`config.mk`:
```
export PLATFORM = sky130hd
export DESIGN_NAME = fpio_top
export DESIGN_NICKNAME = d
export VERILOG_FILES = /design/src/rtl/fpio_pkg.sv /design/src/rtl/fpio_sync_if.sv /design/src/rtl/fpio_sync.sv /design/src/rtl/fpio_hold.sv /design/src/rtl/fpio_top.sv
export VERILOG_INCLUDE_DIRS = /design/src /design/src/rtl
export SDC_FILE = /design/constraint.sdc
export NUM_CORES = 1
export LEC_CHECK = 0
export BUFFER_PORTS_ARGS = -buffer_cell sky130_fd_sc_hd__buf_2
export CAP_MARGIN = 20
export CELL_PAD_IN_SITES_DETAIL_PLACEMENT = 2
export CELL_PAD_IN_SITES_GLOBAL_PLACEMENT = 2
export CORE_ASPECT_RATIO = 0.9
export CORE_UTILIZATION = 33
export CTS_BUF_LIST = sky130_fd_sc_hd__clkbuf_16
export DETAILED_ROUTE_END_ITERATION = 10
export HOLD_SLACK_MARGIN = 0.03
export PLACE_DENSITY = 0.92
export SETUP_SLACK_MARGIN = 0.5
export SYNTH_ARGS = -nofsm -noshare
export SYNTH_HDL_FRONTEND = slang
export SYNTH_SLANG_ARGS = --single-unit
```
`constraint.sdc`:
```
create_clock -name ref_clk_in -period 1.8 [get_ports ref_clk_in]
set_input_delay 0.18 -clock ref_clk_in [delete_from_list [all_inputs] [get_ports ref_clk_in]]
set_output_delay 0.18 -clock ref_clk_in [all_outputs]
set_load 0.1 [all_outputs]
```
`src/rtl/fpio_defines.svh`:
```
// Register indices, field positions and reset values of the port block
`ifndef FPIO_DEFINES_SVH
`define FPIO_DEFINES_SVH

// ---------------------------------------------------------------
// Register indices (byte address is four times the index)
// ---------------------------------------------------------------
`define FPIO_IDX_PORT0      8'h00
`define FPIO_IDX_PORT1      8'h01
`define FPIO_IDX_PORT2      8'h02
`define FPIO_IDX_PORT3      8'h03
`define FPIO_IDX_LO_DIR     8'h10
`define FPIO_IDX_HI_DIR     8'h12
`define FPIO_IDX_HI_PU      8'h22
`define FPIO_IDX_LO_OT      8'h28
`define FPIO_IDX_HI_OT      8'h2A
`define FPIO_IDX_PWM_EN     8'h30
`define FPIO_IDX_MOD_SEL    8'h31
`define FPIO_IDX_ANA_CTL    8'h32
`define FPIO_IDX_NONE       8'hFF

// ---------------------------------------------------------------
// Address and field positions
// ---------------------------------------------------------------
`define FPIO_ADDR_IDX       9:2
`define FPIO_ADDR_HIGH      31:10
`define FPIO_NIB_A          3:0
`define FPIO_NIB_B          7:4
`define FPIO_BYTE           7:0
`define FPIO_ANA_CH         1:0
`define FPIO_ANA_EN         2
`define FPIO_RST_PIN_BIT    12
`define FPIO_RDATA_HIGH     31:8

// ---------------------------------------------------------------
// Reset values and timing
// ---------------------------------------------------------------
`define FPIO_RST_BYTE       8'h00
`define FPIO_RST_NIB        4'h0
`define FPIO_RDATA_PAD      24'h00_0000
`define FPIO_HOLD_CNT       16384
`define FPIO_HOLD_W         15
`define FPIO_SYNC_W         13

`endif

```
`src/rtl/fpio_pkg.sv`:
```
// Types used by the port block top module
`default_nettype none
package fpio_pkg;
	typedef logic [3:0] fpio_nib_t;

	typedef struct packed {
		logic [7:0]  dir_lo;
		logic [7:0]  dir_hi;
		logic [7:0]  ot_lo;
		logic [7:0]  ot_hi;
		logic [7:0]  pu_hi;
		fpio_nib_t   latch0;
		fpio_nib_t   latch1;
		fpio_nib_t   latch2;
		fpio_nib_t   pwm_en;
		logic        mod_sel;
		logic [2:0]  ana_ctl;
		logic        ap_wr;
		logic        ap_rd;
		logic [7:0]  ap_idx;
		fpio_nib_t   p0_out;
		fpio_nib_t   p0_oe;
		fpio_nib_t   p1_out;
		fpio_nib_t   p1_oe;
		fpio_nib_t   p2_out;
		fpio_nib_t   p2_oe;
		fpio_nib_t   p2_pu;
		fpio_nib_t   ana_sel;
		logic [31:0] hrdata;
		logic        hready;
		logic        hresp;
	} fpio_state_s;
endpackage
`default_nettype wire

```
`src/rtl/fpio_sync_if.sv`:
```
// Interface between the top and the pin synchroniser
`default_nettype none
`include "fpio_defines.svh"
interface fpio_sync_if;
	logic [`FPIO_SYNC_W-1:0] raw;
	logic [`FPIO_SYNC_W-1:0] stable;
	modport sync (input raw, output stable);
	modport user (output raw, input stable);
endinterface
`default_nettype wire

```
`src/rtl/fpio_sync.sv`:
```
// Three-stage pin synchroniser with agreement filter
`default_nettype none
`include "fpio_defines.svh"
module fpio_sync (
	input  wire logic   clk_in,
	input  wire logic   rstn_in,
	fpio_sync_if.sync   sif
);
	typedef struct packed {
		logic [`FPIO_SYNC_W-1:0] ff1;
		logic [`FPIO_SYNC_W-1:0] ff2;
		logic [`FPIO_SYNC_W-1:0] ff3;
		logic [`FPIO_SYNC_W-1:0] stable;
	} fpio_sync_s;

	fpio_sync_s s_r;
	fpio_sync_s s_nxt;

	always_comb begin
		s_nxt = s_r;
		s_nxt.ff1 = sif.raw;
		s_nxt.ff2 = s_r.ff1;
		s_nxt.ff3 = s_r.ff2;
		// Only the second and third stages are compared
		for (int i = 0; i < `FPIO_SYNC_W; i++) begin
			if (s_r.ff2[i] == s_r.ff3[i]) begin
				s_nxt.stable[i] = s_r.ff3[i];
			end
		end
		if (!rstn_in) begin
			s_nxt = '0;
		end
	end

	always_ff @(posedge clk_in) begin
		s_r <= s_nxt;
	end

	assign sif.stable = s_r.stable;
endmodule
`default_nettype wire

```
`src/rtl/fpio_hold.sv`:
```
// Internal reset stretcher after release of the reset pin
`default_nettype none
`include "fpio_defines.svh"
module fpio_hold #(
	parameter int HOLD_CNT = `FPIO_HOLD_CNT
) (
	input  wire logic clk_in,
	input  wire logic rstn_in,
	input  wire logic pin_low_in,
	output logic      busy_out
);
	typedef struct packed {
		logic [`FPIO_HOLD_W-1:0] cnt;
		logic                    busy;
	} fpio_hold_s;

	fpio_hold_s s_r;
	fpio_hold_s s_nxt;

	always_comb begin
		s_nxt = s_r;
		if (!rstn_in || pin_low_in) begin
			s_nxt.cnt  = '0;
			s_nxt.busy = 1'b1;
		end else if (s_r.busy) begin
			if (s_r.cnt == `FPIO_HOLD_W'(HOLD_CNT - 1)) begin
				s_nxt.busy = 1'b0;
			end else begin
				s_nxt.cnt = s_r.cnt + 1'b1;
			end
		end
	end

	always_ff @(posedge clk_in) begin
		s_r <= s_nxt;
	end

	assign busy_out = s_r.busy;
endmodule
`default_nettype wire

```
`src/rtl/fpio_top.sv`:
```
// Three 4-bit parallel ports with AHB-Lite register access
`default_nettype none
`include "fpio_defines.svh"

module fpio_top
	import fpio_pkg::*;
#(
	parameter int HOLD_CNT = `FPIO_HOLD_CNT
) (
	input  wire logic        ref_clk_in,
	input  wire logic        rstn_in,
	input  wire logic        reset_pin_active_low_in,
	input  wire logic        hsel_in,
	input  wire logic [31:0] haddr_in,
	input  wire logic [1:0]  htrans_in,
	input  wire logic        hwrite_in,
	input  wire logic [2:0]  hsize_in,
	input  wire logic [31:0] hwdata_in,
	input  wire logic        hready_in,
	output logic      [31:0] hrdata_out,
	output logic             hreadyout_out,
	output logic             hresp_out,
	input  wire logic [3:0]  port0_pin_in,
	output logic      [3:0]  port0_pin_out,
	output logic      [3:0]  port0_oe_out,
	input  wire logic [3:0]  port1_pin_in,
	output logic      [3:0]  port1_pin_out,
	output logic      [3:0]  port1_oe_out,
	input  wire logic [3:0]  port2_pin_in,
	output logic      [3:0]  port2_pin_out,
	output logic      [3:0]  port2_oe_out,
	output logic      [3:0]  port2_pullup_out,
	input  wire logic [1:0]  timer_pwm_in,
	output logic      [3:0]  analog_in_channel_sel_out
);

	// ---------------------------------------------------------------
	// Pin synchronisers and internal reset stretcher
	// ---------------------------------------------------------------
	fpio_sync_if sif ();
	logic        hold_busy;
	logic        rst_int;
	logic [3:0]  pins0;
	logic [3:0]  pins1;
	logic [3:0]  pins2;

	assign sif.raw = {reset_pin_active_low_in, port2_pin_in,
		port1_pin_in, port0_pin_in};
	assign pins0 = sif.stable[3:0];
	assign pins1 = sif.stable[7:4];
	assign pins2 = sif.stable[11:8];

	fpio_sync u_sync (
		.clk_in  (ref_clk_in),
		.rstn_in (rstn_in),
		.sif     (sif)
	);

	fpio_hold #(
		.HOLD_CNT (HOLD_CNT)
	) u_hold (
		.clk_in     (ref_clk_in),
		.rstn_in    (rstn_in),
		.pin_low_in (~sif.stable[`FPIO_RST_PIN_BIT]),
		.busy_out   (hold_busy)
	);

	// Port state follows the stretched reset, not the bare pin
	assign rst_int = ~rstn_in | hold_busy;

	// ---------------------------------------------------------------
	// State and pin drive terms
	// ---------------------------------------------------------------
	fpio_state_s s_r;
	fpio_state_s s_nxt;
	logic        tmr_sel;
	fpio_nib_t   p1_val;
	fpio_nib_t   ana_onehot;
	logic [7:0]  rd_mux;
	logic [7:0]  addr_idx;

	// Modulation source for all PWM channels
	assign tmr_sel = s_r.mod_sel ? timer_pwm_in[1] : timer_pwm_in[0];
	// Disabled channels pass the latch unchanged
	assign p1_val = s_r.latch1 & (~s_r.pwm_en | {4{tmr_sel}});

	always_comb begin
		ana_onehot = `FPIO_RST_NIB;
		ana_onehot[s_r.ana_ctl[`FPIO_ANA_CH]] = s_r.ana_ctl[`FPIO_ANA_EN];
	end

	// Out-of-range addresses map to an index that no register uses
	assign addr_idx = (haddr_in[`FPIO_ADDR_HIGH] == '0)
		? haddr_in[`FPIO_ADDR_IDX] : `FPIO_IDX_NONE;

	// ---------------------------------------------------------------
	// Read multiplexer
	// ---------------------------------------------------------------
	always_comb begin
		case (s_r.ap_idx)
			`FPIO_IDX_PORT0:   rd_mux = {4'h0, pins0};
			`FPIO_IDX_PORT1:   rd_mux = {4'h0, pins1};
			`FPIO_IDX_PORT2:   rd_mux = {4'h0, pins2};
			`FPIO_IDX_LO_DIR:  rd_mux = s_r.dir_lo;
			`FPIO_IDX_HI_DIR:  rd_mux = s_r.dir_hi;
			`FPIO_IDX_HI_PU:   rd_mux = s_r.pu_hi;
			`FPIO_IDX_LO_OT:   rd_mux = s_r.ot_lo;
			`FPIO_IDX_HI_OT:   rd_mux = s_r.ot_hi;
			`FPIO_IDX_PWM_EN:  rd_mux = {4'h0, s_r.pwm_en};
			`FPIO_IDX_MOD_SEL: rd_mux = {7'h00, s_r.mod_sel};
			`FPIO_IDX_ANA_CTL: rd_mux = {5'h00, s_r.ana_ctl};
			default:           rd_mux = `FPIO_RST_BYTE;
		endcase
	end

	// ---------------------------------------------------------------
	// Next state
	// ---------------------------------------------------------------
	always_comb begin
		s_nxt = s_r;
		s_nxt.hresp = 1'b0;

		// Write data phase: the low byte, or only its low bits, lands in the addressed register
		if (s_r.ap_wr) begin
			s_nxt.ap_wr = 1'b0;
			case (s_r.ap_idx)
				`FPIO_IDX_PORT0:
					s_nxt.latch0 = hwdata_in[`FPIO_NIB_A];
				`FPIO_IDX_PORT1:
					s_nxt.latch1 = hwdata_in[`FPIO_NIB_A];
				`FPIO_IDX_PORT2:
					s_nxt.latch2 = hwdata_in[`FPIO_NIB_A];
				`FPIO_IDX_LO_DIR:
					s_nxt.dir_lo = hwdata_in[`FPIO_BYTE];
				`FPIO_IDX_HI_DIR:
					s_nxt.dir_hi = hwdata_in[`FPIO_BYTE];
				`FPIO_IDX_HI_PU:
					s_nxt.pu_hi = hwdata_in[`FPIO_BYTE];
				`FPIO_IDX_LO_OT:
					s_nxt.ot_lo = hwdata_in[`FPIO_BYTE];
				`FPIO_IDX_HI_OT:
					s_nxt.ot_hi = hwdata_in[`FPIO_BYTE];
				`FPIO_IDX_PWM_EN:
					s_nxt.pwm_en = hwdata_in[`FPIO_NIB_A];
				`FPIO_IDX_MOD_SEL:
					s_nxt.mod_sel = hwdata_in[0];
				`FPIO_IDX_ANA_CTL:
					s_nxt.ana_ctl = hwdata_in[2:0];
				default: begin
				end
			endcase
		end

		// Read answers one cycle late so a preceding write is visible
		if (s_r.ap_rd) begin
			s_nxt.ap_rd  = 1'b0;
			s_nxt.hready = 1'b1;
			s_nxt.hrdata = {`FPIO_RDATA_PAD, rd_mux};
		end

		// Address phase
		if (hsel_in && htrans_in[1] && hready_in) begin
			s_nxt.ap_idx = addr_idx;
			s_nxt.ap_wr  = hwrite_in;
			s_nxt.ap_rd  = ~hwrite_in;
			if (!hwrite_in) begin
				s_nxt.hready = 1'b0;
			end
		end

		// First port: pull low for zero, release for one
		s_nxt.p0_out = `FPIO_RST_NIB;
		s_nxt.p0_oe  = s_r.dir_lo[`FPIO_NIB_A] & ~s_r.latch0;

		// Open-drain bits drive only when low
		s_nxt.p1_out = p1_val;
		s_nxt.p1_oe  = s_r.dir_lo[`FPIO_NIB_B]
			& (s_r.ot_lo[`FPIO_NIB_B] | ~p1_val);
		s_nxt.p2_out = s_r.latch2;
		s_nxt.p2_oe  = s_r.dir_hi[`FPIO_NIB_A]
			& (s_r.ot_hi[`FPIO_NIB_A] | ~s_r.latch2);
		s_nxt.p2_pu  = s_r.pu_hi[`FPIO_NIB_A];

		// Converter switch closes only on an input pin
		s_nxt.ana_sel = ana_onehot & ~s_r.dir_hi[`FPIO_NIB_A];

		// Stretched reset: all inputs, drivers off, pull-ups off
		if (rst_int) begin
			s_nxt        = '0;
			s_nxt.hready = 1'b1;
		end
	end

	always_ff @(posedge ref_clk_in) begin
		s_r <= s_nxt;
	end

	// ---------------------------------------------------------------
	// Outputs
	// ---------------------------------------------------------------
	assign hrdata_out                = s_r.hrdata;
	assign hreadyout_out             = s_r.hready;
	assign hresp_out                 = s_r.hresp;
	assign port0_pin_out             = s_r.p0_out;
	assign port0_oe_out              = s_r.p0_oe;
	assign port1_pin_out             = s_r.p1_out;
	assign port1_oe_out              = s_r.p1_oe;
	assign port2_pin_out             = s_r.p2_out;
	assign port2_oe_out              = s_r.p2_oe;
	assign port2_pullup_out          = s_r.p2_pu;
	assign analog_in_channel_sel_out = s_r.ana_sel;

	logic wr_lo_dir;
	assign wr_lo_dir = s_r.ap_wr && s_r.ap_idx == `FPIO_IDX_LO_DIR;
endmodule
`default_nettype wire

```
==> impl_summary.txt <==
----------------------------------------------------
[Status]
  Outcome ... complete, but fails checks
  Violations in the final reports ... setup timing

[STA]
  Transition time of the tightest slew-check pin ... 0.528 ns
  Fmax ... 0.504 GHz
  Time the worst path needs with I/O delays and setup ... 1.98 ns
  RSZ-0062 raised after global routing ... yes
  Post-route clock skew ... 0.0282 ns
  Final-report hold violation count ... 0
  Final Max Tran Viols ... 0
  Fin worst setup slack ... -0.182 ns
  Hold Slack ... 0.0657 ns
  Setup-violating endpoint count in the final report ... 18
  Max-slew headroom at the worst pin ... 64.8%
  Tcrit/Tclk final ... 110%
  Setup TNS ... -0.997 ns

[Power and ir drop]
  Pwr dens ... 779 mW/mm^2
  Portion of total power attributed to sequential cells ... 46.8%
  Part of the total power dissipated in combinational logic ... 6.1%
  Switching power as a share of total power ... 29.7%
  Leakage power of the design ... 3.91 nW
  Peak VDD IR ... 0.000671 V
  Internal ... 5.88 mW
  Total power ... 8.37 mW
  Clock power share ... 47.1%
  Psw ... 2.48 mW

[Final layout]
  Most frequent cells in the layout ... dfxtp_1, buf_4, nor2_1
  Share of layout cells above drive strength 1 ... 46.3%
  Area added between synthesis and finish ... 48.4%
  Inserted Diodes ... 0
  Total Nets Final ... 1021
  Most frequent standard cell in the layout excluding fill and tap cells ... dfxtp_1
  Total of fill cells in the finished design ... 2171

[Yosys]
  Cell Area, Synth ... 0.00724 mm^2
  Avg Cell Area, Syn ... 9.27 um^2
  Flip-flop cell with the highest count after synthesis ... dfxtp_1
  Register area share after synthesis ... 48.4%
  Async set-or-reset flop fraction in the synthesized netlist ... 0%
  Post-synthesis instance total ... 781
  Flip-flop and latch count after synthesis ... 175
  Number of enable-type register cells in the synthesized netlist ... 0
  Number of library cell types mapped by synthesis ... 59
  Warning count from the yosys run ... 0

[Clock network]
  Number of levels in the clock H-tree ... 4
  Clock root buffer ... clkbuf_16
  Clock tree sinks ... 175
  Number of buffers created by CTS ... 17
  Latest clock arrival within the worst-skew pair ... 0.48 ns
  CTS tree ... done
  Clock slew at reported path FFs ... 0.09 ns
  Deepest clock path buffer count ... 2

[Job]
  Count of maximum capacitance violations ... 0

[Detailed routing]
  WL final ... 37900 um
  Initial drt markers ... 376
  Routed vias ... 6836
  1st-pass router iterations ... 6
  Residual DRC ... 0
  Average wire length per cell after detail routing ... 30.7 um
  Post-route antenna net violation count ... 0
  Vias per inst ... 5.54

[Setup path]
  CP endpoint kind ... flop
  Critical Path RT ... 2.16 ns
  Delay of the slowest critical-path stage ... 0.45 ns
  Cells along the critical path ... or3_4, buf_4, nor2_1, nand2_1, and3_4, a32oi_2
  Worst Path Arrival ... 2.34 ns
  Worst-path fanout max ... 7
  Startpoint class of the critical path ... flop
  Cell with the largest stage delay on the worst path ... or3_4
  Critical path start-end classification ... flop to flop
  Buffer and inverter count on the worst path ... 1
  Top cell family by delay on the critical path ... simple AND/OR/NAND/NOR gates

[Placed design]
  Placed wire-length estimate after detailed placement ... 16500 um
  Buffers added on ports ... 95
  Placer's final routability congestion estimate ... 0.815

[Die]
  Die Ht ... 143 um
  Core Region ... 0.0216 mm^2
  Initial Util ... 33.6%
  Floorplan die area ... 0.0225 mm^2
  Die width ... 158 um
  Io pins ... 155
  Site row count ... 51

[GRT]
  Antenna violations before repair ... 1
  Number of global-route vias before repair ... 7560
  Global-route wire length before repair ... 47700 um
  Pin count of the biggest net entering global routing ... 54
  Overall routing resource usage ... 29.2%
  Final global-route overflow total ... 0

[Min path]
  Path type of the worst min-delay path ... input pin to flop

----------------------------------------------------
## layout make-up
type                    instances  area (um^2)  area share (%)
clock buffers                  17          425            3.96
clock inverters                15          166            1.55
inverters                       6         22.5           0.210
multi-input cells             521         4320            40.2
flip-flops and latches        175         3550            33.0
well taps                     291          364            3.39
repair buffers                210         1890            17.6
## registers in the layout (all words and copies together) (netlist names), 4 cells and up
signal,flops
u_hold.s_r,15
port1_pin_out,4
analog_in_channel_sel_out,4
u_sync.sif.stable,13
u_sync.s_r,39
s_r,70
port2_pin_out,4
port1_oe_out,4
hrdata_out,8
port0_oe_out,4
port2_pullup_out,4
port2_oe_out,4
## power by group through the flow
stage | combinational, mW | clock (mW) | sequential [mW]
2_1_floorplan | 0.372 | 0 | 4.00
4_1_cts | 0.470 | 3.82 | 3.91
5_1_grt | 0.528 | 4.11 | 3.92
6_report | 0.513 | 3.94 | 3.92
3_3_place_gp | 0.411 | 0 | 4.00
3_5_place_dp | 0.419 | 0 | 4.01
## worst reg2reg max path: cells and delay by family (launching register included)
kind	cells	cell delay, ns
flip-flops	1	0.40
AO/OA/AOI/OAI	1	0.30
buffers and inverters	1	0.17
AND/OR/NAND/NOR	4	0.99
## stage by stage
stage          cell area [um^2]  cells  utilization (%)  setup WS (ns)
5_1_grt                   10700   1235             49.8         -0.192
3_3_place_gp               8010   1126             37.1        0.00463
4_1_cts                    9770   1214             45.3          0.101
3_5_place_dp               8010   1126             37.1         -0.127
6_report                  10700   1235             49.8         -0.182
2_1_floorplan              7600    809                -          0.230
## Yosys cell counts, drive strengths merged, types with 8 or more instances
master | n | area, um^2
a21boi | 13 | 97.6
nand3 | 49 | 270
nor2 | 72 | 273
nand2 | 86 | 323
a21oi | 41 | 205
xor2 | 8 | 70.1
nor4 | 8 | 65.1
dfxtp | 175 | 3500
buf | 88 | 621
o21ai | 25 | 125
mux2i | 29 | 290
and2 | 46 | 288
clkbuf | 19 | 71.3
a22o | 8 | 70.1
o21a | 9 | 67.6
mux2 | 14 | 158
## cells by family (layout without fill, tap and decap cells)
logic type      count (synthesis)  count (layout)  share of synthesized area (%)
simple gates                  306             306                           22.0
flops                         175             175                           48.4
compound gates                132             132                           12.2
buf+inv                       113             248                           9.87
mux                            43              43                           6.19
xor+xnor                       10              10                           1.21
fa+ha+maj                       1               1                          0.173
other cells                     1              29                         0.0518
## worst paths after layout
check | start | to | slack, ns | depth (start not counted)
setup / recovery | s_r[69] | hrdata_out[3] | -0.18 | 6
hold / removal | rstn_in | u_hold.s_r[15] | 0.07 | 2
setup reg to reg | s_r[69] | hrdata_out[3] | -0.18 | 6
hold reg to reg | u_sync.s_r[39] | u_sync.s_r[26] | 0.44 | 1
## what timing repair did
action | CTS | global route
gates resized for setup | 181 | 164
setup endpoints to repair | 148 | 112
setup buffers | 30 | 19
endpoints found under the hold margin | 24 | 0
hold buffers | 23 | 0
pin swaps | 59 | 62
gates cloned | 3 | 2
## layer usage
layer	global-route usage, %	vias up	part of all wire [%]
met1	31.8	3487	38
met3	5.85	127	4.3
met4	16.6	2	5.6
met5	0	-	0.024
li1	-	2921	-
met2	52.4	299	52
Power figures use the tool's default switching activity.
